===== src/hdl/fcs_pkg.sv =====
// Purpose: constants for the flash command sequencer host controller
// Assumes: one 200 MHz clock; device takes one write per asserted strobe
// Notes:   opcodes, counts and mode values as the sequencer expects them
package fcs_pkg;
    // mode-entry register values
    localparam logic [15:0] MODE_READ = 16'h0000;
    localparam logic [15:0] MODE_CODE = 16'h0001;
    localparam logic [15:0] MODE_DATA = 16'h0080;
    // command-area byte codes
    localparam logic [7:0] CB_PROG    = 8'he8;
    localparam logic [7:0] CB_BERASE  = 8'h20;
    localparam logic [7:0] CB_MERASE  = 8'h21;
    localparam logic [7:0] CB_SUSP    = 8'hb0;
    localparam logic [7:0] CB_CONFIRM = 8'hd0;
    localparam logic [7:0] CB_CLEAR   = 8'h50;
    localparam logic [7:0] CB_FSTOP   = 8'hb3;
    localparam logic [7:0] CB_BLANK   = 8'h71;
    localparam logic [7:0] CB_CONFIG  = 8'h40;
    // halfword counts
    localparam logic [7:0] CNT_CODE_PROG = 8'h40;
    localparam logic [7:0] CNT_DATA_PROG = 8'h02;
    localparam logic [7:0] CNT_CONFIG    = 8'h08;
    // user request codes
    localparam logic [3:0] OP_MODE   = 4'h0;
    localparam logic [3:0] OP_PROG   = 4'h1;
    localparam logic [3:0] OP_BERASE = 4'h2;
    localparam logic [3:0] OP_MERASE = 4'h3;
    localparam logic [3:0] OP_SUSP   = 4'h4;
    localparam logic [3:0] OP_RESUME = 4'h5;
    localparam logic [3:0] OP_CLEAR  = 4'h6;
    localparam logic [3:0] OP_FSTOP  = 4'h7;
    localparam logic [3:0] OP_BLANK  = 4'h8;
    localparam logic [3:0] OP_CONFIG = 4'h9;
    // kind of the last write issued
    localparam logic [2:0] WK_NONE  = 3'h0;
    localparam logic [2:0] WK_MODE  = 3'h1;
    localparam logic [2:0] WK_OPC   = 3'h2;
    localparam logic [2:0] WK_COUNT = 3'h3;
    localparam logic [2:0] WK_DATA  = 3'h4;
    localparam logic [2:0] WK_CONF  = 3'h5;
    // sequencer states, gray along idle-count-data-confirm
    typedef enum logic [1:0] {
        ST_IDLE    = 2'b00,
        ST_COUNT   = 2'b01,
        ST_DATA    = 2'b11,
        ST_CONFIRM = 2'b10
    } fcs_state_t;
endpackage


===== src/hdl/fcs_host_ctrl.sv =====
// Purpose: host-side driver of the flash command sequencer write port
// Assumes: device inputs synchronous to sys_clk; one write per strobe
// Notes:   refuses requests the device would reject, to avoid a lock, save a resume with nothing suspended
`timescale 1ns/1ps
module fcs_host_ctrl
    import fcs_pkg::*;
(
    input  wire logic        sys_clk,
    input  wire logic        rst,
    input  wire logic        req_valid,
    input  wire logic [3:0]  req_op,
    input  wire logic [15:0] req_mode,
    output logic             req_ready,
    output logic             req_done,
    output logic             req_refused,
    input  wire logic        wd_valid,
    input  wire logic [15:0] wd_data,
    output logic             wd_ready,
    output logic             dev_wr_en,
    output logic             dev_wr_mode,
    output logic [15:0]      dev_wr_data,
    input  wire logic        dev_ready,
    input  wire logic        dev_cmd_lock,
    output logic [15:0]      cur_mode
);
    fcs_state_t  st_ff, nxt_st;
    logic        req_ready_ff, req_done_ff, req_refused_ff, wd_ready_ff;
    logic        wr_en_ff, wr_mode_ff;
    logic [15:0] wr_data_ff, mode_ff;
    logic [3:0]  op_ff;
    logic [7:0]  cnt_ff, tgt_ff;
    logic [2:0]  wk_ff;
    logic        accept, legal, take_wd;
    logic        rdy_prev_ff;

    // decide whether the device would accept this request now
    function automatic logic op_legal(input logic [3:0]  op,
                                      input logic [15:0] md,
                                      input logic [15:0] nmd,
                                      input logic        lock,
                                      input logic        rdy);
        logic ok;
        ok = 1'b1;
        if (op == OP_MODE)
            ok = rdy && (nmd == MODE_READ || nmd == MODE_CODE
                         || nmd == MODE_DATA);
        else if (op > OP_CONFIG)
            ok = 1'b0;
        else if (md == MODE_READ)
            ok = 1'b0;
        else if (lock && op != OP_CLEAR && op != OP_FSTOP)
            ok = 1'b0;
        else if (!rdy && op != OP_SUSP && op != OP_FSTOP)
            ok = 1'b0;
        else if (md == MODE_CODE && (op == OP_MERASE || op == OP_BLANK))
            ok = 1'b0;
        else if (md == MODE_DATA && op == OP_CONFIG)
            ok = 1'b0;
        return ok;
    endfunction

    // first byte written for each command
    function automatic logic [7:0] first_byte(input logic [3:0] op);
        logic [7:0] b;
        b = CB_CONFIRM;
        case (op)
            OP_PROG:   b = CB_PROG;
            OP_BERASE: b = CB_BERASE;
            OP_MERASE: b = CB_MERASE;
            OP_SUSP:   b = CB_SUSP;
            OP_RESUME: b = CB_CONFIRM;
            OP_CLEAR:  b = CB_CLEAR;
            OP_FSTOP:  b = CB_FSTOP;
            OP_BLANK:  b = CB_BLANK;
            OP_CONFIG: b = CB_CONFIG;
            default:   b = CB_CONFIRM;
        endcase
        return b;
    endfunction

    assign legal   = op_legal(req_op, mode_ff, req_mode, dev_cmd_lock,
                              dev_ready);
    assign accept  = req_valid && req_ready_ff && st_ff == ST_IDLE;
    assign take_wd = st_ff == ST_DATA && wd_valid && wd_ready_ff;

    // next state of the write sequencer
    always_comb
    begin
        nxt_st = st_ff;
        case (st_ff)
            ST_IDLE:
            begin
                if (accept && legal)
                begin
                    case (req_op)
                        OP_PROG, OP_CONFIG:
                            nxt_st = ST_COUNT;
                        OP_BERASE, OP_MERASE, OP_BLANK:
                            nxt_st = ST_CONFIRM;
                        default:
                            nxt_st = ST_IDLE;
                    endcase
                end
            end
            ST_COUNT:
                nxt_st = ST_DATA;
            ST_DATA:
            begin
                if (take_wd && cnt_ff == tgt_ff - 8'h01)
                    nxt_st = ST_CONFIRM;
            end
            ST_CONFIRM:
                nxt_st = ST_IDLE;
            default:
                nxt_st = ST_IDLE;
        endcase
    end

    // state register
    always_ff @(posedge sys_clk)
    begin
        if (rst)
            st_ff <= ST_IDLE;
        else
            st_ff <= nxt_st;
    end

    // latched request and halfword count target
    always_ff @(posedge sys_clk)
    begin
        if (rst)
        begin
            op_ff  <= OP_MODE;
            tgt_ff <= 8'h00;
        end
        else if (accept && legal)
        begin
            op_ff <= req_op;
            if (req_op == OP_CONFIG)
                tgt_ff <= CNT_CONFIG;
            else if (mode_ff == MODE_CODE)
                tgt_ff <= CNT_CODE_PROG;
            else
                tgt_ff <= CNT_DATA_PROG;
        end
    end

    // halfword counter
    always_ff @(posedge sys_clk)
    begin
        if (rst || st_ff == ST_COUNT)
            cnt_ff <= 8'h00;
        else if (take_wd)
            cnt_ff <= cnt_ff + 8'h01;
    end

    // mode tracking; register written only on a real change
    always_ff @(posedge sys_clk)
    begin
        if (rst)
            mode_ff <= MODE_READ;
        else if (accept && legal && req_op == OP_MODE)
            mode_ff <= req_mode;
    end

    // last ready level; a rise is the completion event that the device
    // reports as its ready interrupt, reset high to match the idle level
    always_ff @(posedge sys_clk)
    begin
        if (rst)
            rdy_prev_ff <= 1'b1;
        else
            rdy_prev_ff <= dev_ready;
    end

    // device write port
    always_ff @(posedge sys_clk)
    begin
        if (rst)
        begin
            wr_en_ff   <= 1'b0;
            wr_mode_ff <= 1'b0;
            wr_data_ff <= 16'h0000;
            wk_ff      <= WK_NONE;
        end
        else
        begin
            wr_en_ff   <= 1'b0;
            wr_mode_ff <= 1'b0;
            wk_ff      <= WK_NONE;
            case (st_ff)
                ST_IDLE:
                begin
                    if (accept && legal && req_op == OP_MODE)
                    begin
                        if (req_mode != mode_ff)
                        begin
                            wr_en_ff   <= 1'b1;
                            wr_mode_ff <= 1'b1;
                            wr_data_ff <= req_mode;
                            wk_ff      <= WK_MODE;
                        end
                    end
                    else if (accept && legal)
                    begin
                        wr_en_ff   <= 1'b1;
                        wr_data_ff <= {8'h00, first_byte(req_op)};
                        wk_ff      <= WK_OPC;
                    end
                end
                ST_COUNT:
                begin
                    wr_en_ff   <= 1'b1;
                    wr_data_ff <= {8'h00, tgt_ff};
                    wk_ff      <= WK_COUNT;
                end
                ST_DATA:
                begin
                    if (take_wd)
                    begin
                        wr_en_ff   <= 1'b1;
                        wr_data_ff <= wd_data;
                        wk_ff      <= WK_DATA;
                    end
                end
                ST_CONFIRM:
                begin
                    wr_en_ff   <= 1'b1;
                    wr_data_ff <= {8'h00, CB_CONFIRM};
                    wk_ff      <= WK_CONF;
                end
                default:
                    wr_en_ff <= 1'b0;
            endcase
        end
    end

    // user handshake flags
    always_ff @(posedge sys_clk)
    begin
        if (rst)
        begin
            req_ready_ff   <= 1'b0;
            req_done_ff    <= 1'b0;
            req_refused_ff <= 1'b0;
            wd_ready_ff    <= 1'b0;
        end
        else
        begin
            req_ready_ff   <= nxt_st == ST_IDLE;
            req_refused_ff <= accept && !legal;
            req_done_ff    <= (accept && legal && nxt_st == ST_IDLE)
                              || st_ff == ST_CONFIRM;
            wd_ready_ff    <= nxt_st == ST_DATA && !(take_wd
                              && cnt_ff == tgt_ff - 8'h01);
        end
    end

    assign req_ready   = req_ready_ff;
    assign req_done    = req_done_ff;
    assign req_refused = req_refused_ff;
    assign wd_ready    = wd_ready_ff;
    assign dev_wr_en   = wr_en_ff;
    assign dev_wr_mode = wr_mode_ff;
    assign dev_wr_data = wr_data_ff;
    assign cur_mode    = mode_ff;
endmodule // fcs_host_ctrl


===== config.mk =====
export PLATFORM = sky130hd
export DESIGN_NAME = fcs_host_ctrl
export DESIGN_NICKNAME = d
export VERILOG_FILES = /design/src/hdl/fcs_pkg.sv /design/src/hdl/fcs_host_ctrl.sv
export SDC_FILE = /design/constraint.sdc
export NUM_CORES = 1
export LEC_CHECK = 0
export BUFFER_PORTS_ARGS = -buffer_cell sky130_fd_sc_hd__buf_2
export CAP_MARGIN = 20
export CELL_PAD_IN_SITES_DETAIL_PLACEMENT = 0
export CELL_PAD_IN_SITES_GLOBAL_PLACEMENT = 1
export CORE_MARGIN = 3
export CORE_UTILIZATION = 42
export CTS_BUF_LIST = sky130_fd_sc_hd__clkbuf_8
export CTS_CLUSTER_DIAMETER = 40
export DETAILED_ROUTE_END_ITERATION = 16
export GPL_ROUTABILITY_DRIVEN = 0
export GPL_TIMING_DRIVEN = 0
export PLACE_DENSITY_LB_ADDON = 0.1
export SLEW_MARGIN = 10
export SYNTH_ARGS = -nofsm -noshare
export SYNTH_HDL_FRONTEND = slang
export SYNTH_SLANG_ARGS = --single-unit
export TNS_END_PERCENT = 10

===== constraint.sdc =====
create_clock -name sys_clk -period 6.2 [get_ports sys_clk]
set_clock_uncertainty 0.15 [all_clocks]
set_input_delay 0.62 -clock sys_clk [delete_from_list [all_inputs] [get_ports sys_clk]]
set_output_delay 0.62 -clock sys_clk [all_outputs]
set_load 0.02 [all_outputs]

# [After elaboration in Yosys (flattened, before gate mapping)]
# Memories as Yosys holds them, arrays and structs flattened.
# Cells that the tools add are included.
[word_totals] ff_bits=56 mem_bits_ro=112 output_inout_bits=38 elab_cells=96 memories=1
[classes] addsub=2 n_lt_le_gt_ge=1 n_eq_ne=21 mux=23 n_bitwise=2 reduce_logical=35
[mem_list] name="(name not given)" depth=16 word_bits=7 rd=1 rd_clocked_by_memory_dff=0 wr=0 line_no="fcs_host_ctrl.sv:66" rtl="case (op)"
[ops] operator="16-bit 2-to-1 mux" n=4
[ops] operator="16-bit one-hot mux with 4 select lines" n=1
[ops] operator="16-bit by 1-bit == test with 1-bit output, second input constant" n=2
[ops] operator="16-bit by 8-bit == test with 1-bit output, second input constant" n=2
[ops] operator="16-bit logical NOT" n=2
[ops] operator="1-bit logical AND" n=17
[ops] operator="16-bit != test" n=1
[ops] operator="7-bit 2-to-1 mux" n=2
[ops] operator="4-bit by 3-bit != test with 1-bit output, second input constant" n=3
[ops] operator="1-bit 2-to-1 mux" n=11
[ops] operator="8-bit by 1-bit adder with 8-bit output, second input constant" n=1
[ops] operator="4-bit by 2-bit == test with 1-bit output, second input constant" n=2
[ops] operator="4-bit == test, second input constant" n=2
[ops] operator="8-bit == test" n=1
[ops] operator="2-bit one-hot mux with 4 select lines" n=1
[ops] operator="8-bit by 1-bit subtractor with 8-bit output, second input constant" n=1
[ops] operator="2-bit == test, second input constant" n=3
[ops] operator="3-bit OR reduction" n=2
[ops] operator="1-bit logical OR" n=5
[ops] operator="4-bit by 1-bit == test with 1-bit output, second input constant" n=1
[ops] operator="4-bit greater-than comparator, second input constant" n=1
[ops] operator="2-bit logical NOT" n=2
[ops] operator="4-bit logical NOT" n=1
[ops] operator="2-bit 2-to-1 mux" n=2
[ops] operator="10 further kinds" n=14

# [Longest topological paths before layout]
# Gate-level depths: netlist (run 1).
[depth] ltp_word=15 depth_mapped=11 mapped_depth_nobuf=9

# [Least setup slack after synthesis (run 1)]
# Ideal clock, no wire load.
[synth_timing] path_kind="input to register" start="input port req_op[0]" end="register req_ready_ff, in the netlist req_ready" setup_time_ns=0.060 t_arrival_ns=2.593 required_time_ns=5.990 slack_ns=3.396 path_stages=10 n_path_buf=1 path_cell_list="inv_1 > ha_1 > nor3b_4 > nand3_1 > or4_1 > buf_2 > o31ai_4 > mux2_1 > o31ai_1 > and3b_1"
[synth_between] elab_chain_cells=13 elab_cells_between_ends=31 cone_classes="1 x order compare; 8 x eq/ne; 10 x mux; 12 x reduce/logical"
[synth_lines] element="from (decl)" line_no="fcs_host_ctrl.sv:11" rtl="input wire logic [3:0] req_op,"
[synth_lines] element="4-bit == test (tied with other cells)" line_no="fcs_host_ctrl.sv:57, fcs_host_ctrl.sv:95"
[synth_lines] element="1-bit logical AND / 1-bit logical OR (equally long branches)" line_no="fcs_host_ctrl.sv:57, fcs_host_ctrl.sv:55"
[synth_lines] element="1-bit 2-to-1 mux / 1-bit logical AND (equally long branches)" line_no="fcs_host_ctrl.sv:57, fcs_host_ctrl.sv:55"
[synth_lines] element="1-bit 2-to-1 mux" line_no="fcs_host_ctrl.sv:55" rtl="else if (md == MODE_CODE && (op == OP_MERASE || op == OP_BLANK))"
[synth_lines] element="1-bit 2-to-1 mux" line_no="fcs_host_ctrl.sv:53" rtl="else if (!rdy && op != OP_SUSP && op != OP_FSTOP)"
[synth_lines] element="1-bit 2-to-1 mux" line_no="fcs_host_ctrl.sv:51" rtl="else if (lock && op != OP_CLEAR && op != OP_FSTOP)"
[synth_lines] element="1-bit 2-to-1 mux" line_no="fcs_host_ctrl.sv:49" rtl="else if (md == MODE_READ)"
[synth_lines] element="1-bit 2-to-1 mux" line_no="fcs_host_ctrl.sv:47" rtl="else if (op > OP_CONFIG)"
[synth_lines] element="1-bit 2-to-1 mux" line_no="fcs_host_ctrl.sv:44" rtl="if (op == OP_MODE)"
[synth_lines] element="1-bit logical AND" line_no="fcs_host_ctrl.sv:93" rtl="if (accept && legal)"
[synth_lines] element="2-bit 2-to-1 mux *" line_no="fcs_host_ctrl.sv:93"
[synth_lines] element="2-bit one-hot mux with 4 select lines *" line_no="fcs_host_ctrl.sv:90" rtl="case (st_ff)"
[synth_lines] element="2-bit logical NOT *" line_no="fcs_host_ctrl.sv:250" rtl="req_ready_ff <= nxt_st == ST_IDLE;"
[synth_lines] element="to (signal assigned)" line_no="fcs_host_ctrl.sv:243" rtl="req_ready_ff <= 1'b0;"
[synth_lines] element="to (signal assigned)" line_no="fcs_host_ctrl.sv:250"
[synth_lines] element="to (decl)" line_no="fcs_host_ctrl.sv:27" rtl="logic req_ready_ff, req_done_ff, req_refused_ff, wd_ready_ff;"
# Every way passes the cells marked *; elsewhere a longest branch is shown, timed or not.
# A chain may end at the register's enable or synchronous reset.

# [Final worst setup path (run 1)]
[layout_timing] start="input port req_op[1]" end="register wr_data_ff[5], in the netlist dev_wr_data[5]"
[layout_between] elab_chain_cells=13 elab_cells_between_ends=31 cone_classes="1 x order compare; 8 x eq/ne; 10 x mux; 11 x reduce/logical; 1 x memory"
[layout_lines] element="4-bit == test (tied with other cells)" line_no="fcs_host_ctrl.sv:57" rtl="else if (md == MODE_DATA && op == OP_CONFIG)"
[layout_lines] element="1-bit logical AND / 1-bit logical OR (equally long branches)" line_no="fcs_host_ctrl.sv:57, fcs_host_ctrl.sv:55"
[layout_lines] element="1-bit 2-to-1 mux / 1-bit logical AND (equally long branches)" line_no="fcs_host_ctrl.sv:57, fcs_host_ctrl.sv:55"
[layout_lines] element="1-bit 2-to-1 mux" line_no="fcs_host_ctrl.sv:55"
[layout_lines] element="1-bit 2-to-1 mux" line_no="fcs_host_ctrl.sv:53"
[layout_lines] element="1-bit 2-to-1 mux" line_no="fcs_host_ctrl.sv:51"
[layout_lines] element="1-bit 2-to-1 mux" line_no="fcs_host_ctrl.sv:49"
[layout_lines] element="1-bit 2-to-1 mux" line_no="fcs_host_ctrl.sv:47"
[layout_lines] element="1-bit 2-to-1 mux" line_no="fcs_host_ctrl.sv:44"
[layout_lines] element="1-bit logical AND" line_no="fcs_host_ctrl.sv:194, fcs_host_ctrl.sv:204"
[layout_lines] element="1-bit logical AND" line_no="fcs_host_ctrl.sv:194" rtl="if (accept && legal && req_op == OP_MODE)"
[layout_lines] element="16-bit 2-to-1 mux (tied with other cells)" line_no="fcs_host_ctrl.sv:194"
[layout_lines] element="16-bit one-hot mux with 4 select lines / 3-bit AND reduction (equally long branches)"
[layout_lines] element="to (signal assigned)" line_no="fcs_host_ctrl.sv:200" rtl="wr_data_ff <= req_mode;"
[layout_lines] element="to (signal assigned)" line_no="fcs_host_ctrl.sv:207" rtl="wr_data_ff <= {8'h00, first_byte(req_op)};"
[layout_lines] element="to (signal assigned)" line_no="fcs_host_ctrl.sv:214" rtl="wr_data_ff <= {8'h00, tgt_ff};"
[layout_lines] element="to (decl)" line_no="fcs_host_ctrl.sv:29" rtl="logic [15:0] wr_data_ff, mode_ff;"
# Parallel ways exist; a longest one is shown, timed or not. The select of a mux whose other input is x is not followed.

==> summary.txt, run 1 <==
Worst setup path
  – Critical Path Slowest Stage Cell: or4_1
  – Worst Path Arrival: 3.11 ns
  – Worst R2R Path Depth: 10
  – WS Path Type: in2reg
  – Crit start category: input pin
  – Worst endpoint required time: 6.28 ns
  – CP peak stage delay: 0.40 ns
  – RR Startpoint: st_ff[0]
  – Maximum fanout along the worst path: 10
  – Crit path cell chain: buf_2 -> inv_1 -> ha_1 -> nor3b_4 -> nand3_1 -> or4_1 -> buf_2 -> o31ai_4 -> o21a_2 -> buf_2 -> nor2_1 -> nor3_1
  – Crit path from: req_op[1]
  – Flop2flop setup slack: 3.39 ns
  – Crit path capture type: register
  – Cell mode on critical path: buf_2
  – RR Endpoint: dev_wr_data[5]

Logic synthesis
  – Synth top cells by count: 51 x dfxtp_1, 27 x nor2_1, 25 x nand2_1
  – Share of the synthesized area in the top cell type: 0.376
  – Distinct cell type count after synthesis: 51
  – Syn nets: 372
  – Cells after Synth: 317
  – Post-synthesis area per instance: 8.57 um^2
  – Flops & latches, synth: 51
  – Seq/Total Area, Yosys: 0.376
  – Post-synth EDFFs: 0
  – Synth Cell Area: 2720 um^2
  – Most used DFF post-synth: dfxtp_1
  – Area leader, netlist: dfxtp_1
  – Synth warn: 0
  – Ys async rst share: 0
  – Top-count cell post-synth: dfxtp_1
  – Synth top area cells: dfxtp_1 38%, xnor2_1 6.1%, ha_1 6.0%

Drt
  – Pre-antenna DRT Iters: 4
  – Starting DRT DRC Count: 92
  – Final wirelength: 7.16 mm
  – WL/cell: 15.0 um
  – Via count: 2570
  – Vias per cell: 5.38
  – ANT nets after route: 0
  – Post-route DRC: 0

Power
  – Internal: 484 uW
  – Combinational power share: 0.084
  – Maximum VDD drop: 0.000134 V
  – Leakage: 1.43 nW
  – Clock power share: 0.393
  – PwrDens: 189 nW/um^2
  – Sw power: 144 uW
  – Switch share: 0.230
  – Reg power frac: 0.523

Floorplan
  – Chip height: 86.4 um
  – Placement row count: 28
  – Ports: 80
  – Die Wd: 86.4 um
  – Core Area: 6100 um^2
  – Die ar.: 7470 um^2
  – Initial core utilization: 0.446

STA
  – Part of the cycle the worst path needs: 0.490
  – RSZ-0062 raised after global routing: false
  – Setup total negative slack: 0 ns
  – Endpoints failing setup: 0
  – Min Clock Period, post-route: 3.04 ns
  – Fin. Hold Viols: 0
  – Final Slew Violations: 0
  – Rel. slew slack: 0.591
  – Slew @ Worst Pin: 0.614 ns
  – Max Clk Rate: 329 MHz

Cells and area
  – Layout filler cell count: 622
  – Post-layout util: 0.545
  – N_diodes: 0
  – P&R area growth vs syn: 22.3%
  – Layout cells sized above 1: 0.241
  – Final #Nets: 457

Clocking
  – Clock Sinks: 51
  – Setup Fix Bufs, Post-CTS: 0
  – Resized cells post-CTS: 0
  – Hold-fix buffers, CTS: 0
  – TritonCTS buffer count: 5
  – Clk root buf: clkbuf_8
  – Bufs on Longest Clock Path: 2
  – CTS tree: yes
  – Clock-pin slew on the worst setup and hold paths: 0.09 ns
  – H-tree Lvls: 2
  – Clk_lat worst skew: 0.31 ns

Global routing
  – Largest net degree at the start of global routing: 17
  – Vias in the first global route: 2502
  – Met3 usage: 0.0361
  – First-pass GRT wire length: 11.9 mm
  – Met2 Use GR: 0.303
  – M1 GR Usage: 0.284
  – Top Usage Layer GRT: met2
  – Initial antenna violation count: 0
  – Total global routing overflow: 0
  – Overall Global Routing Usage: 0.199

Hold path
  – Worst hold path class: reg2reg
  – Sink of the worst hold path: dev_wr_data[10]
  – Hold-critical path depth: 2
  – Hold wc startpoint: dev_wr_data[10]

Place
  – Port bufs: 78
  – Final HPWL DP: 5.58 mm

Flow run
  – Max cap viols: 0

Status
  – Run status: finished clean
==> power groups by stage <==
stage          logic (mW)  clock network (mW)  registers [mW]
2_1_floorplan      0.0266                   0           0.337
3_3_place_gp       0.0526                   0           0.336
3_5_place_dp       0.0531                   0           0.336
4_1_cts            0.0532               0.255           0.328
5_1_grt            0.0591               0.268           0.328
6_report           0.0530               0.247           0.328
==> layer usage <==
layer | share of wire | routed length (um)
met4 | 0.012 | 87
met3 | 0.049 | 352
met2 | 0.45 | 3230
met1 | 0.49 | 3490
met5 | 0 | 0
==> critical path, delay by kind of cell <==
kind | cells | cell delay [ns]
and+or+nand+nor | 5 | 1.18
AOI/OAI and AO/OA | 2 | 0.38
adders and majority gates | 1 | 0.29
buffers and inverters | 4 | 0.64
==> kinds of logic after synthesis <==
family / Yosys count / share of synthesized area
XOR/XNOR: 26 / 0.0838
multiplexers: 5 / 0.0189
AND/OR/NAND/NOR: 132 / 0.262
AO/OA/AOI/OAI: 63 / 0.160
flip-flops: 51 / 0.376
adder cells (fa/ha/maj): 13 / 0.0599
buffers and inverters: 27 / 0.0396
==> how the worst max path moves through the flow <==
stage | depth (start not counted) | end | slack [ns]
after floorplan | 10 | req_ready | 3.40
after global placement | 12 | dev_wr_data[4] | 2.87
after detailed placement | 12 | dev_wr_data[5] | 2.84
after CTS | 12 | dev_wr_data[5] | 3.17
after global routing | 12 | dev_wr_data[5] | 2.90
final | 12 | dev_wr_data[5] | 3.16
==> per-stage QoR <==
stage	power, mW	std cells	worst slack, ns	area, um^2	hold WS [ns]
after floorplan	0.363	317	3.40	2720	0.350
after global placement	0.388	470	2.87	3200	0.285
after detailed placement	0.389	470	2.84	3200	0.292
after CTS	0.636	478	3.17	3320	0.305
after global routing	0.656	478	2.90	3320	0.323
final	0.628	478	3.16	3320	0.301
==> cell usage in the layout, fill, tap and decap left out, types with 3 or more instances in the layout <==
cell type  Yosys  final
nand4_1        9      9
a21o_1         3      3
nand2_1       25     25
and3_1         5      5
buf_2          5     83
nand3_1       13     13
ha_1          13     13
nor2b_1        6      6
nor3_1         8      8
and2_1        15     15
o21ai_0        7      7
clkbuf_1      11     11
nor2_1        27     27
dfxtp_1       51     51
a211oi_1       7      7
clkbuf_8       0      6
mux2i_1        4      4
nand3b_1       4      4
nor4_1         7      7
a21oi_1       21     21
xnor2_1       19     19
a32oi_1        3      3
xor2_1         7      7
inv_1         10     10
==> sequential cells by signal, summed over array words and instances (netlist names), 2 cells and up <==
register,flops
tgt_ff,3
st_ff,2
dev_wr_data,16
cur_mode,16
cnt_ff,8
==> layout make-up <==
cell class,instances,area (um^2),share of cell area
Sequential cell,51,1020,0.307
Buffer,17,70.1,0.0211
Tap cell,75,93.8,0.0282
Timing Repair Buffer,78,390,0.117
Multi-Input combinational cell,239,1590,0.478
Inverter,10,37.5,0.0113
Clock buffer,6,82.6,0.0248
Clock inverter,2,38.8,0.0117
Note: power is estimated with default switching activity, not from simulation.
==> run 2, diff against run 1 <==
--- a/config.mk
+++ b/config.mk
@@ -5,12 +5,13 @@
 export SDC_FILE = /design/constraint.sdc
 export NUM_CORES = 1
 export LEC_CHECK = 0
+export ABC_AREA = 1
 export BUFFER_PORTS_ARGS = -buffer_cell sky130_fd_sc_hd__buf_2
 export CAP_MARGIN = 20
 export CELL_PAD_IN_SITES_DETAIL_PLACEMENT = 0
 export CELL_PAD_IN_SITES_GLOBAL_PLACEMENT = 1
 export CORE_MARGIN = 3
-export CORE_UTILIZATION = 42
+export CORE_UTILIZATION = 38
 export CTS_BUF_LIST = sky130_fd_sc_hd__clkbuf_8
 export CTS_CLUSTER_DIAMETER = 40
 export DETAILED_ROUTE_END_ITERATION = 16
==> constraint.sdc (replaced) <==
create_clock -name sys_clk -period 2.8 [get_ports sys_clk]
set_clock_uncertainty 0.15 [all_clocks]
set_input_delay 0.28 -clock sys_clk [delete_from_list [all_inputs] [get_ports sys_clk]]
set_output_delay 0.28 -clock sys_clk [all_outputs]
set_load 0.02 [all_outputs]
==> run 2 against run 1 <==
Via count up 13%; critical path depth is 3 lower; sequential share of layout area is 1.9 points lower; final cell count is 30% higher; routed wire length rose by 5.6%; non-clock buffer count down 5; clock power rose by 100%; hold slack got worse by 0.25 ns; sequential power rose to 2.9 times the previous value; core utilization is 6.5 points lower; cell area rose by 6.5%; critical path type is now reg2reg.
==> summary.txt, run 2 <==
Logic synthesis
  – Syn nets: 494
  – Distinct cell type count after synthesis: 34
  – Area leader, netlist: dfxtp_1
  – Cells after Synth: 439
  – Seq/Total Area, Yosys: 0.349
  – Synth Cell Area: 2930 um^2
  – Synth top cells by count: 104 x nand2_1, 65 x nor2_1, 57 x inv_1
  – Most used DFF post-synth: dfxtp_1
  – Post-synth EDFFs: 0
  – Synth warn: 0
  – Post-synthesis area per instance: 6.67 um^2
  – Flops & latches, synth: 51
  – Synth top area cells: dfxtp_1 35%, nand2_1 13%, nor2_1 8.3%
  – Top-count cell post-synth: nand2_1
  – Ys async rst share: 0
  – Share of the synthesized area in the top cell type: 0.349

Worst setup path
  – Crit path from: st_ff[0]
  – Worst Path Arrival: 2.45 ns
  – Critical Path Slowest Stage Cell: dfxtp_1
  – Crit path capture type: register
  – RR Startpoint: st_ff[0]
  – Worst endpoint required time: 2.84 ns
  – WS Path Type: reg2reg
  – CP peak stage delay: 0.46 ns
  – Crit path buffers/inverters: 3
  – Flop2flop setup slack: 0.40 ns
  – CP top delay family: simple AND/OR/NAND/NOR gates
  – Crit start category: register
  – Maximum fanout along the worst path: 10
  – Crit path cell chain: ha_1 -> and3_1 -> clkbuf_1 -> inv_1 -> nand2_1 -> nand3_4 -> buf_6 -> nor3_1 -> nor2_1

STA
  – Fin. Hold Viols: 0
  – Fin Hold WS: 0.0494 ns
  – Slew @ Worst Pin: 0.490 ns
  – Endpoints failing setup: 0
  – Part of the cycle the worst path needs: 0.858
  – Final Slew Violations: 0
  – Max Clk Rate: 416 MHz
  – Setup total negative slack: 0 ns
  – Min Clock Period, post-route: 2.40 ns
  – Rel. slew slack: 0.674
  – Final WS setup: 0.397 ns
  – RSZ-0062 raised after global routing: false

Global routing
  – Overall Global Routing Usage: 0.176
  – Largest net degree at the start of global routing: 15
  – Initial antenna violation count: 0
  – First-pass GRT wire length: 12.4 mm
  – Vias in the first global route: 2555
  – Total global routing overflow: 0

Floorplan
  – Ports: 80
  – Core Area: 7370 um^2
  – Chip height: 93.8 um
  – Die ar.: 8790 um^2
  – Initial core utilization: 0.397
  – Die Wd: 93.8 um
  – Placement row count: 31

Clocking
  – Hold-fix buffers, CTS: 0
  – Bufs on Longest Clock Path: 2
  – Clock-pin slew on the worst setup and hold paths: 0.09 ns
  – Resized cells post-CTS: 0
  – TritonCTS buffer count: 5
  – Clk root buf: clkbuf_8
  – Clk_lat worst skew: 0.30 ns
  – Clock Sinks: 51
  – Setup Fix Bufs, Post-CTS: 0
  – H-tree Lvls: 2
  – CTS tree: yes

Cells and area
  – P&R area growth vs syn: 20.9%
  – Most frequent cells in the layout: 104 x nand2_1, 79 x buf_2, 65 x nor2_1, 58 x inv_1, 51 x dfxtp_1
  – Post-layout util: 0.480
  – Area of the multi-input gates: 1620 um^2
  – Layout filler cell count: 813
  – Post-route cell area: 3540 um^2
  – Seq. cell area: 1020 um^2
  – Layout Cells excl Fill: 622
  – N_diodes: 0
  – Layout cells sized above 1: 0.195
  – Final #Nets: 578
  – Most common cell after layout, fill and taps aside: nand2_1

Power
  – PwrDens: 774 nW/um^2
  – Pwr Total: 2.74 mW
  – Leakage: 1.80 nW
  – Maximum VDD drop: 0.000341 V

Flow run
  – Max cap viols: 0

Drt
  – Starting DRT DRC Count: 173
  – WL/cell: 12.2 um
  – Via count: 2892
  – Post-route DRC: 0
  – ANT nets after route: 0
  – Wl on met1: 3.89 mm
  – Pre-antenna DRT Iters: 5
  – Met2 WL: 3.17 mm
  – DR WL met3: 416 um
  – Max Used Layer: met4
  – Final wirelength: 7.56 mm
  – Vias per cell: 4.65

Place
  – Port bufs: 77
  – Placed cell area: 3440 um^2
  – Final HPWL DP: 6.06 mm
  – Place WS: 0.254 ns
  – Post-placement cell count: 615

Status
  – Run status: finished clean

Hold path
  – Worst hold path class: in2reg
  – Hold wc startpoint: wd_data[13]
-- run 2: cell types whose count changed after synthesis, sizes merged, moves of 6 or more --
cell and delta:
and2 -15, nor3 +17, nor2 +39, nand2 +83, nand3 +12, inv +51, nor2b -6, xnor2 -7
a211oi -7
-- run 2: metal layers --
| layer | GRT usage | vias to the layer above |
|---|---|---|
| li1 | - | 1559 |
| met1 | 0.264 | 1253 |
| met2 | 0.262 | 73 |
| met3 | 0.0272 | 7 |
| met4 | 0.0445 | 0 |
| met5 | 0 | - |
-- run 2: worst reg2reg max path: cells and delay by family (launching register included) --
kind / cells / cell delay, ns
buf+inv: 3 / 0.53
simple gates: 5 / 0.83
flops: 1 / 0.46
fa+ha+maj: 1 / 0.33
-- run 2: logic make-up after synthesis --
| group | synth area share |
|---|---|
| compound gates | 0.0718 |
| xor+xnor | 0.0479 |
| fa+ha+maj | 0.0556 |
| buf+inv | 0.0996 |
| flops | 0.349 |
| simple gates | 0.376 |
-- run 2: worst paths after layout --
check | to | cells after the start
worst max-delay path | dev_wr_data[1] | 9
worst min register to register | cur_mode[4] | 2
worst min-delay path | dev_wr_data[13] | 3
worst max register to register | dev_wr_data[1] | 9
-- run 2: report_power, final --
group / internal, mW / leakage (nW) / total, mW / switching [mW]
clock: 0.259 / 0.0554 / 0.494 / 0.235
sequential: 0.871 / 0.414 / 0.948 / 0.0767
combinational: 0.460 / 1.33 / 1.30 / 0.838
total: 1.59 / 1.80 / 2.74 / 1.15
-- run 2: cell type report --
cell class	instances	share of cell area
Tap cell	99	0.0350
Clock buffer	5	0.0194
Multi-Input combinational cell	314	0.456
Clock inverter	2	0.00954
Inverter	61	0.0647
Timing Repair Buffer	77	0.109
Sequential cell	51	0.288
Buffer	13	0.0177
